==> src/pin_change_pkg.sv <==
package pin_change_pkg;
    // Pin and port geometry
    localparam int PORT_COUNT = 3;
    localparam int PORT_WIDTH = 8;
    localparam int PIN_COUNT = PORT_COUNT * PORT_WIDTH;

    // Register byte offsets, one aligned word per register
    localparam logic [7:0] RISE_ENABLE_OFFSET = 8'h00;
    localparam logic [7:0] FALL_ENABLE_OFFSET = 8'h04;
    localparam logic [7:0] FLAG_OFFSET = 8'h08;
    localparam logic [7:0] ENABLE_REG0_OFFSET = 8'h0C;
    localparam logic [7:0] REQUEST_REG0_OFFSET = 8'h10;
    localparam logic [7:0] IRQ_STATUS_OFFSET = 8'h14;
    localparam logic [7:0] IRQ_CLEAR_OFFSET = 8'h18;
    localparam logic [7:0] IRQ_ENABLE_OFFSET = 8'h1C;
    localparam logic [7:0] SLEEP_CTRL_OFFSET = 8'h20;

    // Field positions
    localparam int CHANGE_IRQ_ENABLE_BIT = 4;
    localparam int CHANGE_IRQ_SUMMARY_BIT = 4;
    localparam int SLEEP_REQ_BIT = 0;
    localparam int EVT_EDGE_BIT = 0;
    localparam int EVT_WAKE_BIT = 1;
    localparam int EVENT_COUNT = 2;

    // Reset values
    localparam logic [31:0] REG_RESET = 32'h0000_0000;

    // AXI responses
    localparam logic [1:0] RESP_OKAY = 2'b00;
    localparam logic [1:0] RESP_SLVERR = 2'b10;

    typedef struct packed {
        logic [31:0] addr;
        logic [31:0] data;
        logic [3:0] strb;
    } wr_req_t;

    typedef struct packed {
        logic [31:0] data;
        logic [1:0] resp;
    } rd_ans_t;
endpackage

==> src/pin_sync_edge.sv <==
`timescale 1ns/100ps
module pin_sync_edge import pin_change_pkg::*; #(
    parameter int WIDTH = PIN_COUNT
) (
    // Clock and reset
    input wire logic clk_sys_i,
    input wire logic rst_n_i,
    input wire logic clk_en_i,
    // Pins and edges
    input wire logic [WIDTH-1:0] pin_i,
    output logic [WIDTH-1:0] rise_o,
    output logic [WIDTH-1:0] fall_o
);
    initial begin
        if (WIDTH < 1) $error("pin_sync_edge: WIDTH must be at least 1");
    end

    logic [WIDTH-1:0] meta;
    logic [WIDTH-1:0] stable;
    logic [WIDTH-1:0] prev;
    logic [WIDTH-1:0] next_meta;
    logic [WIDTH-1:0] next_stable;
    logic [WIDTH-1:0] next_prev;

    always_comb begin
        next_meta = meta;
        next_stable = stable;
        next_prev = prev;
        if (clk_en_i) begin
            next_meta = pin_i;
            next_stable = meta;
            next_prev = stable;
        end
    end

    always_ff @(posedge clk_sys_i or negedge rst_n_i) begin
        if (!rst_n_i) begin
            meta <= '0;
            stable <= '0;
            prev <= '0;
        end else begin
            meta <= next_meta;
            stable <= next_stable;
            prev <= next_prev;
        end
    end

    // Edge is current sample against the previous one
    assign rise_o = stable & ~prev;
    assign fall_o = ~stable & prev;
endmodule // pin_sync_edge

==> src/axi_lite_slave.sv <==
`timescale 1ns/100ps
module axi_lite_slave import pin_change_pkg::*; (
    // Clock and reset
    input wire logic clk_sys_i,
    input wire logic rst_n_i,
    input wire logic clk_en_i,
    // AXI4-Lite write
    input wire logic [31:0] s_axi_awaddr_i,
    input wire logic s_axi_awvalid_i,
    output logic s_axi_awready_o,
    input wire logic [31:0] s_axi_wdata_i,
    input wire logic [3:0] s_axi_wstrb_i,
    input wire logic s_axi_wvalid_i,
    output logic s_axi_wready_o,
    output logic [1:0] s_axi_bresp_o,
    output logic s_axi_bvalid_o,
    input wire logic s_axi_bready_i,
    // AXI4-Lite read
    input wire logic [31:0] s_axi_araddr_i,
    input wire logic s_axi_arvalid_i,
    output logic s_axi_arready_o,
    output logic [31:0] s_axi_rdata_o,
    output logic [1:0] s_axi_rresp_o,
    output logic s_axi_rvalid_o,
    input wire logic s_axi_rready_i,
    // Register side
    output logic wr_stb_o,
    output wr_req_t wr_req_o,
    input wire logic wr_err_i,
    output logic rd_stb_o,
    output logic [31:0] rd_addr_o,
    input wire rd_ans_t rd_ans_i
);
    logic aw_held;
    logic w_held;
    logic [31:0] aw_addr;
    logic [31:0] w_data;
    logic [3:0] w_strb;
    logic bvalid;
    logic [1:0] bresp;
    logic rvalid;
    rd_ans_t rans;
    logic next_aw_held;
    logic next_w_held;
    logic [31:0] next_aw_addr;
    logic [31:0] next_w_data;
    logic [3:0] next_w_strb;
    logic next_bvalid;
    logic [1:0] next_bresp;
    logic next_rvalid;
    rd_ans_t next_rans;

    assign s_axi_awready_o = clk_en_i && !aw_held && !bvalid;
    assign s_axi_wready_o = clk_en_i && !w_held && !bvalid;
    assign s_axi_arready_o = clk_en_i && !rvalid;
    assign s_axi_bvalid_o = bvalid;
    assign s_axi_bresp_o = bresp;
    assign s_axi_rvalid_o = rvalid;
    assign s_axi_rdata_o = rans.data;
    assign s_axi_rresp_o = rans.resp;

    logic aw_now;
    logic w_now;
    assign aw_now = aw_held || (s_axi_awvalid_i && s_axi_awready_o);
    assign w_now = w_held || (s_axi_wvalid_i && s_axi_wready_o);
    // Write commits once both halves are present
    assign wr_stb_o = clk_en_i && !bvalid && aw_now && w_now;
    assign wr_req_o.addr = aw_held ? aw_addr : s_axi_awaddr_i;
    assign wr_req_o.data = w_held ? w_data : s_axi_wdata_i;
    assign wr_req_o.strb = w_held ? w_strb : s_axi_wstrb_i;
    assign rd_stb_o = s_axi_arvalid_i && s_axi_arready_o;
    assign rd_addr_o = s_axi_araddr_i;

    always_comb begin
        next_aw_held = aw_held;
        next_w_held = w_held;
        next_aw_addr = aw_addr;
        next_w_data = w_data;
        next_w_strb = w_strb;
        next_bvalid = bvalid;
        next_bresp = bresp;
        next_rvalid = rvalid;
        next_rans = rans;
        if (clk_en_i) begin
            if (s_axi_awvalid_i && s_axi_awready_o) begin
                next_aw_held = 1'b1;
                next_aw_addr = s_axi_awaddr_i;
            end
            if (s_axi_wvalid_i && s_axi_wready_o) begin
                next_w_held = 1'b1;
                next_w_data = s_axi_wdata_i;
                next_w_strb = s_axi_wstrb_i;
            end
            if (wr_stb_o) begin
                next_aw_held = 1'b0;
                next_w_held = 1'b0;
                next_bvalid = 1'b1;
                next_bresp = wr_err_i ? RESP_SLVERR : RESP_OKAY;
            end else if (bvalid && s_axi_bready_i) begin
                next_bvalid = 1'b0;
            end
            if (rd_stb_o) begin
                next_rvalid = 1'b1;
                next_rans = rd_ans_i;
            end else if (rvalid && s_axi_rready_i) begin
                next_rvalid = 1'b0;
            end
        end
    end

    always_ff @(posedge clk_sys_i or negedge rst_n_i) begin
        if (!rst_n_i) begin
            aw_held <= 1'b0;
            w_held <= 1'b0;
            aw_addr <= '0;
            w_data <= '0;
            w_strb <= '0;
            bvalid <= 1'b0;
            bresp <= RESP_OKAY;
            rvalid <= 1'b0;
            rans <= '0;
        end else begin
            aw_held <= next_aw_held;
            w_held <= next_w_held;
            aw_addr <= next_aw_addr;
            w_data <= next_w_data;
            w_strb <= next_w_strb;
            bvalid <= next_bvalid;
            bresp <= next_bresp;
            rvalid <= next_rvalid;
            rans <= next_rans;
        end
    end
endmodule // axi_lite_slave

==> src/pin_change_interrupt.sv <==
`timescale 1ns/100ps
module pin_change_interrupt import pin_change_pkg::*; #(
    parameter int PINS = PIN_COUNT
) (
    // Clock and reset
    input wire logic clk_sys_i,
    input wire logic rst_n_i,
    input wire logic clk_en_i,
    // Port pins
    input wire logic [PINS-1:0] pin_i,
    // Core side
    output logic change_irq_o,
    output logic wake_o,
    output logic sleeping_o,
    output logic irq_o,
    // AXI4-Lite write
    input wire logic [31:0] s_axi_awaddr_i,
    input wire logic s_axi_awvalid_i,
    output logic s_axi_awready_o,
    input wire logic [31:0] s_axi_wdata_i,
    input wire logic [3:0] s_axi_wstrb_i,
    input wire logic s_axi_wvalid_i,
    output logic s_axi_wready_o,
    output logic [1:0] s_axi_bresp_o,
    output logic s_axi_bvalid_o,
    input wire logic s_axi_bready_i,
    // AXI4-Lite read
    input wire logic [31:0] s_axi_araddr_i,
    input wire logic s_axi_arvalid_i,
    output logic s_axi_arready_o,
    output logic [31:0] s_axi_rdata_o,
    output logic [1:0] s_axi_rresp_o,
    output logic s_axi_rvalid_o,
    input wire logic s_axi_rready_i
);
    initial begin
        if (PINS < 1 || PINS > 32) $error("pin_change_interrupt: PINS must be 1 to 32");
    end

    // Byte-lane merge of a write into a word
    function automatic logic [31:0] merge(input logic [31:0] old, input logic [31:0] data,
                                          input logic [3:0] strb);
        logic [31:0] res;
        res = old;
        for (int b = 0; b < 4; b++) begin
            if (strb[b]) res[b*8 +: 8] = data[b*8 +: 8];
        end
        return res;
    endfunction

    logic [PINS-1:0] rise;
    logic [PINS-1:0] fall;
    logic wr_stb;
    wr_req_t wr_req;
    logic wr_err;
    logic rd_stb;
    logic [31:0] rd_addr;
    rd_ans_t rd_ans;

    pin_sync_edge #(
        .WIDTH(PINS)
    ) u_sync (
        .clk_sys_i(clk_sys_i),
        .rst_n_i(rst_n_i),
        .clk_en_i(clk_en_i),
        .pin_i(pin_i),
        .rise_o(rise),
        .fall_o(fall)
    );

    axi_lite_slave u_bus (
        .clk_sys_i(clk_sys_i),
        .rst_n_i(rst_n_i),
        .clk_en_i(clk_en_i),
        .s_axi_awaddr_i(s_axi_awaddr_i),
        .s_axi_awvalid_i(s_axi_awvalid_i),
        .s_axi_awready_o(s_axi_awready_o),
        .s_axi_wdata_i(s_axi_wdata_i),
        .s_axi_wstrb_i(s_axi_wstrb_i),
        .s_axi_wvalid_i(s_axi_wvalid_i),
        .s_axi_wready_o(s_axi_wready_o),
        .s_axi_bresp_o(s_axi_bresp_o),
        .s_axi_bvalid_o(s_axi_bvalid_o),
        .s_axi_bready_i(s_axi_bready_i),
        .s_axi_araddr_i(s_axi_araddr_i),
        .s_axi_arvalid_i(s_axi_arvalid_i),
        .s_axi_arready_o(s_axi_arready_o),
        .s_axi_rdata_o(s_axi_rdata_o),
        .s_axi_rresp_o(s_axi_rresp_o),
        .s_axi_rvalid_o(s_axi_rvalid_o),
        .s_axi_rready_i(s_axi_rready_i),
        .wr_stb_o(wr_stb),
        .wr_req_o(wr_req),
        .wr_err_i(wr_err),
        .rd_stb_o(rd_stb),
        .rd_addr_o(rd_addr),
        .rd_ans_i(rd_ans)
    );

    // Register state
    logic [PINS-1:0] rise_detect_enable;
    logic [PINS-1:0] fall_detect_enable;
    logic [PINS-1:0] pin_change_flag;
    logic change_irq_enable;
    logic [EVENT_COUNT-1:0] irq_status;
    logic [EVENT_COUNT-1:0] irq_enable;
    logic sleeping;
    logic [PINS-1:0] next_rise_detect_enable;
    logic [PINS-1:0] next_fall_detect_enable;
    logic [PINS-1:0] next_pin_change_flag;
    logic next_change_irq_enable;
    logic [EVENT_COUNT-1:0] next_irq_status;
    logic [EVENT_COUNT-1:0] next_irq_enable;
    logic next_sleeping;

    logic [PINS-1:0] edge_hit;
    logic change_irq_summary;
    logic wake;
    logic [EVENT_COUNT-1:0] events;
    logic [7:0] wr_off;
    logic [7:0] rd_off;
    logic [31:0] wr_word;

    // Any pin, any combination, either or both edges
    assign edge_hit = (rise & rise_detect_enable) | (fall & fall_detect_enable);
    assign change_irq_summary = |pin_change_flag;
    assign change_irq_o = change_irq_enable && change_irq_summary;
    // Wake is combinational so the core sees it before its next instruction
    assign wake = sleeping && change_irq_o;
    assign wake_o = wake;
    assign sleeping_o = sleeping;
    assign events = {wake, |edge_hit};
    assign irq_o = |(irq_status & irq_enable);

    assign wr_off = wr_req.addr[7:0];
    assign rd_off = rd_addr[7:0];
    assign wr_err = !(wr_off inside {RISE_ENABLE_OFFSET, FALL_ENABLE_OFFSET, FLAG_OFFSET,
                                     ENABLE_REG0_OFFSET, REQUEST_REG0_OFFSET,
                                     IRQ_STATUS_OFFSET, IRQ_CLEAR_OFFSET,
                                     IRQ_ENABLE_OFFSET, SLEEP_CTRL_OFFSET})
                    || wr_req.addr[31:8] != '0;

    always_comb begin
        next_rise_detect_enable = rise_detect_enable;
        next_fall_detect_enable = fall_detect_enable;
        next_pin_change_flag = pin_change_flag;
        next_change_irq_enable = change_irq_enable;
        next_irq_status = irq_status;
        next_irq_enable = irq_enable;
        next_sleeping = sleeping;
        wr_word = '0;
        if (clk_en_i) begin
            if (wr_stb && !wr_err) begin
                unique case (wr_off)
                    RISE_ENABLE_OFFSET: begin
                        wr_word = merge(32'(rise_detect_enable), wr_req.data, wr_req.strb);
                        next_rise_detect_enable = wr_word[PINS-1:0];
                    end
                    FALL_ENABLE_OFFSET: begin
                        wr_word = merge(32'(fall_detect_enable), wr_req.data, wr_req.strb);
                        next_fall_detect_enable = wr_word[PINS-1:0];
                    end
                    FLAG_OFFSET: begin
                        // Zero clears; ones cannot set a flag
                        wr_word = merge(32'(pin_change_flag), wr_req.data, wr_req.strb);
                        next_pin_change_flag = pin_change_flag & wr_word[PINS-1:0];
                    end
                    ENABLE_REG0_OFFSET: begin
                        wr_word = merge(32'(change_irq_enable) << CHANGE_IRQ_ENABLE_BIT,
                                        wr_req.data, wr_req.strb);
                        next_change_irq_enable = wr_word[CHANGE_IRQ_ENABLE_BIT];
                    end
                    IRQ_CLEAR_OFFSET: begin
                        wr_word = merge(REG_RESET, wr_req.data, wr_req.strb);
                        next_irq_status = irq_status & ~wr_word[EVENT_COUNT-1:0];
                    end
                    IRQ_ENABLE_OFFSET: begin
                        wr_word = merge(32'(irq_enable), wr_req.data, wr_req.strb);
                        next_irq_enable = wr_word[EVENT_COUNT-1:0];
                    end
                    SLEEP_CTRL_OFFSET: begin
                        wr_word = merge(REG_RESET, wr_req.data, wr_req.strb);
                        next_sleeping = wr_word[SLEEP_REQ_BIT];
                    end
                    default: begin
                        // Read-only registers ignore writes
                        wr_word = '0;
                    end
                endcase
            end
            // New edges win over a clearing write
            next_pin_change_flag = next_pin_change_flag | edge_hit;
            next_irq_status = next_irq_status | events;
            if (wake) begin
                next_sleeping = 1'b0;
            end
        end
    end

    always_ff @(posedge clk_sys_i or negedge rst_n_i) begin
        if (!rst_n_i) begin
            rise_detect_enable <= '0;
            fall_detect_enable <= '0;
            pin_change_flag <= '0;
            change_irq_enable <= 1'b0;
            irq_status <= '0;
            irq_enable <= '0;
            sleeping <= 1'b0;
        end else begin
            rise_detect_enable <= next_rise_detect_enable;
            fall_detect_enable <= next_fall_detect_enable;
            pin_change_flag <= next_pin_change_flag;
            change_irq_enable <= next_change_irq_enable;
            irq_status <= next_irq_status;
            irq_enable <= next_irq_enable;
            sleeping <= next_sleeping;
        end
    end

    always_comb begin
        rd_ans.resp = RESP_OKAY;
        rd_ans.data = REG_RESET;
        if (rd_addr[31:8] != '0) begin
            rd_ans.resp = RESP_SLVERR;
        end else begin
            unique case (rd_off)
                RISE_ENABLE_OFFSET: rd_ans.data = 32'(rise_detect_enable);
                FALL_ENABLE_OFFSET: rd_ans.data = 32'(fall_detect_enable);
                FLAG_OFFSET: rd_ans.data = 32'(pin_change_flag);
                ENABLE_REG0_OFFSET: rd_ans.data = 32'(change_irq_enable) << CHANGE_IRQ_ENABLE_BIT;
                REQUEST_REG0_OFFSET: rd_ans.data = 32'(change_irq_summary) << CHANGE_IRQ_SUMMARY_BIT;
                IRQ_STATUS_OFFSET: rd_ans.data = 32'(irq_status);
                IRQ_CLEAR_OFFSET: rd_ans.data = REG_RESET;
                IRQ_ENABLE_OFFSET: rd_ans.data = 32'(irq_enable);
                SLEEP_CTRL_OFFSET: rd_ans.data = 32'(sleeping);
                default: rd_ans.resp = RESP_SLVERR;
            endcase
        end
    end

    // Read strobe is unused here: reads have no side effects
    logic unused_rd;
    assign unused_rd = rd_stb;
endmodule // pin_change_interrupt

==> config.mk <==
export PLATFORM = sky130hd
export DESIGN_NAME = pin_change_interrupt
export DESIGN_NICKNAME = d
export VERILOG_FILES = /design/src/pin_change_pkg.sv /design/src/pin_sync_edge.sv /design/src/axi_lite_slave.sv /design/src/pin_change_interrupt.sv
export SDC_FILE = /design/constraint.sdc
export NUM_CORES = 1
export LEC_CHECK = 0
export ABC_AREA = 1
export CAP_MARGIN = 20
export CORE_ASPECT_RATIO = 1.5
export CORE_UTILIZATION = 60
export CTS_BUF_LIST = sky130_fd_sc_hd__clkbuf_8
export DETAILED_ROUTE_END_ITERATION = 10
export DONT_BUFFER_PORTS = 1
export HOLD_SLACK_MARGIN = 0.02
export PLACE_DENSITY = 0.76
export RECOVER_POWER = 100
export SLEW_MARGIN = 20
export SYNTH_ARGS = -nofsm -noshare
export SYNTH_HDL_FRONTEND = slang
export SYNTH_SLANG_ARGS = --single-unit
export TNS_END_PERCENT = 30
==> constraint.sdc <==
create_clock -name clk_sys_i -period 2.11 [get_ports clk_sys_i]
set_input_delay 0.211 -clock clk_sys_i [delete_from_list [all_inputs] [get_ports clk_sys_i]]
set_output_delay 0.211 -clock clk_sys_i [all_outputs]
set_load 0.05 [all_outputs]
# Word-level counts from Yosys, hierarchy flattened

Cells that the tools add are included.
W data, S select, Z words.

Equality and inequality tests: 16
Mux-type cells: 41
Bitwise gates (word level): 13
Reduce and logical (&&, ||, !) cells: 57

Operators by type and width:

| cell                 | count |
|---|---|
| $pmux W24 S8         | 1 |
| $and A24 B24 Y24     | 5 |
| $mux W24             | 4 |
| $mux W8              | 12 |
| $eq A8 B5 Y1 const B | 8 |
| $mux W32             | 2 |
| $not A24 Y24         | 2 |
| $or A24 B24 Y24      | 2 |
| $reduce_bool A24 Y1  | 2 |
| $reduce_or A24 Y1    | 2 |
| $eq A8 B4 Y1 const B | 4 |
| $reduce_and A4 Y1    | 8 |
| $mux W2              | 10 |
| $eq A8 B3 Y1 const B | 2 |
| $eq A8 B6 Y1 const B | 2 |
| $logic_and A1 B1 Y1  | 16 |
| $logic_not A8 Y1     | 2 |
| $reduce_and A2 Y1    | 8 |
| $reduce_bool A2 Y1   | 6 |
| $mux W1              | 11 |
| $reduce_bool A9 Y1   | 1 |
| $reduce_or A9 Y1     | 1 |
| $logic_not A1 Y1     | 6 |
| $and A2 B2 Y2        | 2 |
| other kinds (6)      | 8 |

Flip-flop bits (word level): 249
Output and inout port bits: 45
Word-level logic and storage cells: 151

# Logic depth before layout (Yosys ltp)

Depth in word-level cells: 16
Depth in mapped cells: 14

# Cells and area by module

Synthesis repeated with hierarchy kept, for this count alone.

Cell total of the unflattened synthesis: 2026
Area total of the unflattened synthesis: 14116.0 sq um

Modules (own cells, without submodules):

| module               | instances | cells an instance | area an instance (sq um) | seq. area each (sq um) |
|---|---|---|---|---|
| pin_change_interrupt | 1         | 898               | 5709.2                   | 1951.9 |
| axi_lite_slave       | 1         | 728               | 5292.6                   | 2677.6 |
| pin_sync_edge        | 1         | 400               | 3114.2                   | 1801.7 |

# Least setup slack after synthesis

No wires, ideal clock.

Path kind: reg-to-reg
From: register u_bus.rvalid, in the netlist u_bus.s_axi_rvalid_o
To: register u_bus.rans, in the netlist u_bus.s_axi_rdata_o[10]
Library setup time: 0.066 ns
Arrival: 2.460 ns
Slack: -0.415 ns
Stages on the path, launching flop included: 9
Path buffers: 1
Clock period less this slack: 2.525 ns
Path through: dfrtp_1 -> nor2_1 -> nand2_1 -> nor2_1 -> nand2_1 -> a21oi_1 -> buf_2 -> nand2_1 -> nand2_1

Cells in the longest elaborated chain, start to end: 4

RTL lines:

| item                        | line                       | RTL |
|---|---|---|
| start, declared             | axi_lite_slave.sv:41       | `logic rvalid;` |
| start signal, assigned      | axi_lite_slave.sv:130      | `rvalid <= next_rvalid;` |
| $logic_not A1 Y1            | axi_lite_slave.sv:55       | `assign s_axi_arready_o = clk_en_i && !rvalid;` |
| $logic_and A1 B1 Y1         | axi_lite_slave.sv:55       |  |
| via s_axi_arready_o         | pin_change_interrupt.sv:30 | `output logic s_axi_arready_o,` |
| $logic_and A1 B1 Y1         | axi_lite_slave.sv:71       | `assign rd_stb_o = s_axi_arvalid_i && s_axi_arready_o;` |
| $reduce_and A2 Y1 (no line) | n/a                        |  |
| end signal, assigned        | axi_lite_slave.sv:131      | `rans <= next_rans;` |
| end, declared               | axi_lite_slave.sv:42       | `rd_ans_t rans;` |

The timed path passes the listed nets, and every way through them passes these cells.
A chain may end at the register's enable or synchronous reset.

# Worst setup path after layout

From: register pin_change_flag[21]
To: output port change_irq_o

Cells in the longest elaborated chain, start to end: 2

RTL lines:

| item                   | line                        | RTL |
|---|---|---|
| start, declared        | pin_change_interrupt.sv:103 | `logic [PINS-1:0] pin_change_flag;` |
| start signal, assigned | pin_change_interrupt.sv:212 | `pin_change_flag <= next_pin_change_flag;` |
| $reduce_or A24 Y1      | pin_change_interrupt.sv:126 | `assign change_irq_summary = \|pin_change_flag;` |
| $logic_and A1 B1 Y1    | pin_change_interrupt.sv:127 | `assign change_irq_o = change_irq_enable && change_irq_summary;` |
| end, declared          | pin_change_interrupt.sv:12  | `output logic change_irq_o,` |

Every way passes these cells.

==> flow_metrics.env <==
export IMPL_grt_ovfl_total=0
export IMPL_ys_ff_latch=239
export IMPL_cp_num_buf_inv=1
export IMPL_ctsHoldBuffers=109
export IMPL_drv_cap=0
export IMPL_drtIter0Drc=916
export IMPL_whs_ps=-636.5
export IMPL_cp_depth=5
export IMPL_tightest_slew_ps=854.3
export IMPL_synthMuxAreaShare_pct=2.160
export IMPL_cellPowerDensity_nw_per_um2=915.8
export IMPL_crit_path_start_kind="register"
export IMPL_grt_pass1_vias=10970
export IMPL_p_clk_share_pct=30.5
export IMPL_async_reset_ff_share_pct=100.0
export IMPL_status="complete, but fails checks"
export IMPL_finalSetupViolCount=0
export IMPL_drt_total_wl_um=33930
export IMPL_hold_class="input port to asynchronous set/reset pin"
export IMPL_dieArea_um2=20570
export IMPL_violations="hold timing"
export IMPL_seq_area_frac_synth_pct=49.87
export IMPL_cts_max_level=2
export IMPL_avgSynthCellArea_um2=7.788
export IMPL_crit_path_max_fanout=5
export IMPL_postRouteAntennaNets=0
export IMPL_power_frac_seq_pct=43.3
export IMPL_final_common_cell="nand2_1"
export IMPL_cts_clk_slew_worst_paths_ps=60
export IMPL_gp_congestion=0.8694
export IMPL_crit_required_ps=1900
export IMPL_p_leak_nw=7.160
export IMPL_p_int_w=0.008678
export IMPL_ys_flop_type="dfrtp_1"
export IMPL_syn_area_um2=11990
export IMPL_yosys_area_share_adder_pct=0
export IMPL_synth_top_area_share_pct=49.87
export IMPL_ir_worst_vdd_mv=0.6815
export IMPL_via_per_inst=5.555
export IMPL_grt_pass1_wl_um=53250
export IMPL_rsz0062_at_grt="true"
export IMPL_coreArea_um2=19710
export IMPL_power_switching_w=0.004540
export IMPL_start_util_pct=60.86
export IMPL_path_class="register to output port"
export IMPL_finalMaxSlewViolations=0
export IMPL_period_minus_slack_ps=2096
export IMPL_synth_top_family_by_area="simple AND/OR/NAND/NOR gates"
export IMPL_cts_sinks=239
export IMPL_critPathSlowestCell="dfrtp_1"
export IMPL_comb_power_share_pct=26.2
export IMPL_r2r_cells=13
export IMPL_yosysWarnings=0
export IMPL_clk_latency_ps=540
export IMPL_antenna_cells_inserted=0
export IMPL_cpLargestDelayFamily="simple AND/OR/NAND/NOR gates"
export IMPL_synthSimpleGateAreaFrac_pct=28.49
export IMPL_hold_viol_final=239
export IMPL_hpwlAfterDp_um=20640
export IMPL_pin_count=177
export IMPL_grt_max_degree=240
export IMPL_wl_per_cell_um=17.21
export IMPL_setup_tns_ps=0
export IMPL_cts_made_buffers=37
export IMPL_synth_cell_type_count=29
export IMPL_synth_top_cell_by_area="dfrtp_1"
export IMPL_cts_tree="done"
export IMPL_cp_end_kind="output port"
export IMPL_antenna_found_initial=0
export IMPL_via_count=10950
export IMPL_synth_xor_area_share_pct=0
export IMPL_gr_usage_all_layers_pct=33.01
export IMPL_relSlewSlack_pct=43.04
export IMPL_synth_cells=1540
export IMPL_critical_path_cell_chain="nor2_1, nand4_1, nand3b_1, nand2_2, inv_1"
export IMPL_fillerInstances=1502
export IMPL_fmax_ghz=0.4771
export IMPL_period_share_pct=99.34
export IMPL_synth_edf_count=0
export IMPL_numPortBuffers=0
export IMPL_drive_gt1_share_pct=11.51
export IMPL_rows=63
export IMPL_skew_ps=25.55
export IMPL_dr_pass1_iters=5
export IMPL_synth_compound_area_share_pct=11.37
export IMPL_post_route_util_pct=73.24
export IMPL_p_sw_share_pct=34.35
export IMPL_area_growth_pct=20.35
export IMPL_remaining_drc_errors=0
export IMPL_crit_arrival_ps=1890
export IMPL_max_stage_delay_ps=420
export IMPL_root_buffer="clkbuf_8"
export IMPL_die_height_um=175.2
export IMPL_synth_top_cells_by_area="dfrtp_1 (50%), nand2_1 (17%), nand3_1 (6.4%)"
export IMPL_nets=1818
export IMPL_final_cell_mix="nand2_1 (531), dfrtp_1 (238), inv_1 (163)"
export IMPL_clockBufferDepth=3
export IMPL_die_width_um=117.4
## timing repair
action                                 4_1_cts  5_1_grt
endpoints found under the hold margin      401      239
setup buffers                               10       11
gates cloned                                 0        3
setup endpoints to repair                   25       77
pin swaps                                    4       10
gates resized for setup                      3       24
## power groups by stage
| stage | sequential [W] | combinational [W] | clock (W) |
|---|---|---|---|
| 2_1_floorplan | 0.00573 | 0.00222 | 0 |
| 6_report | 0.00573 | 0.00346 | 0.00403 |
| 5_1_grt | 0.00579 | 0.00379 | 0.00426 |
| 4_1_cts | 0.00570 | 0.00333 | 0.00406 |
| 3_5_place_dp | 0.00577 | 0.00310 | 0 |
| 3_3_place_gp | 0.00574 | 0.00301 | 0 |
## routing by layer
metal,GRT usage (%),vias up,routed length [um]
li1,-,5198,-
met1,35.66,5215,12160
met2,57.62,402,17290
met3,4.667,139,1726
met4,26.84,0,2756
met5,0,-,0
## state kept, by name (all words and copies together), names as in the netlist, 24 cells and up
name                 cells
fall_detect_enable      24
pin_change_flag         24
rise_detect_enable      24
u_bus.aw_addr           32
u_bus.s_axi_rdata_o     24
u_bus.w_data            24
u_sync.meta             24
u_sync.prev             24
u_sync.stable           24
## logic make-up (layout without fill, tap and decap cells)
group | after synthesis | after routing
AOI/OAI and AO/OA | 232 | 232
buffers and inverters | 231 | 391
DFF | 239 | 239
muxes | 23 | 23
other | 1 | 10
and+or+nand+nor | 814 | 817
## area by class of cell
cell class	count	area (um^2)	share of cell area (%)
Clock buffer	45	619.3	4.291
Sequential cell	239	5982	41.44
Multi-Input combinational cell	1082	5179	35.88
Clock inverter	20	133.9	0.9275
Tap cell	260	325.3	2.254
Inverter	155	584.3	4.048
Timing Repair Buffer	171	1610	11.16
## path summary, 6_finish.rpt
check                                           startpoint  slack (ps)                            endpoint
max                        pin_change_flag[21]$_DFFE_PN0P_          10                        change_irq_o
min                                                rst_n_i        -640         u_bus.w_data[0]$_DFFE_PN0P_
max reg2reg                      u_bus.aw_held$_DFFE_PN0P_          70  fall_detect_enable[10]$_DFFE_PN0P_
min reg2reg                    u_sync.meta[11]$_DFFE_PN0P_         470         u_sync.meta[11]$_DFFE_PN0P_
max in group asynchronous                          rst_n_i        2240         u_sync.meta[20]$_DFFE_PN0P_
min in group clk_sys_i                  s_axi_araddr_i[20]          50  u_bus.s_axi_rdata_o[7]$_DFFE_PN0P_
## synth_stat cells (8+ instances only)
master      n
o21ai_0   141
nand3_1   154
clkbuf_1   44
o21ai_1    19
o21a_1     23
inv_1     148
o211ai_1   10
buf_4      11
o21ai_2    30
mux2_2     23
nand4_1    10
buf_1       8
dfrtp_1   239
nand2_1   535
nor2_1     90
## through the flow
step	setup slack [ps]	std cells	hold WS, ps	power [W]	area [um^2]
2_1_floorplan	10.21	1549	-84.59	0.007955	12040
3_5_place_dp	-50.33	1774	-75.35	0.008877	12300
6_report	13.92	1972	-636.5	0.01322	14430
4_1_cts	0.7916	1958	-645.4	0.01309	14260
5_1_grt	-63.05	1972	-644.9	0.01384	14430
3_3_place_gp	49.18	1774	-75.65	0.008750	12300
Power figures use the tool's default switching activity.
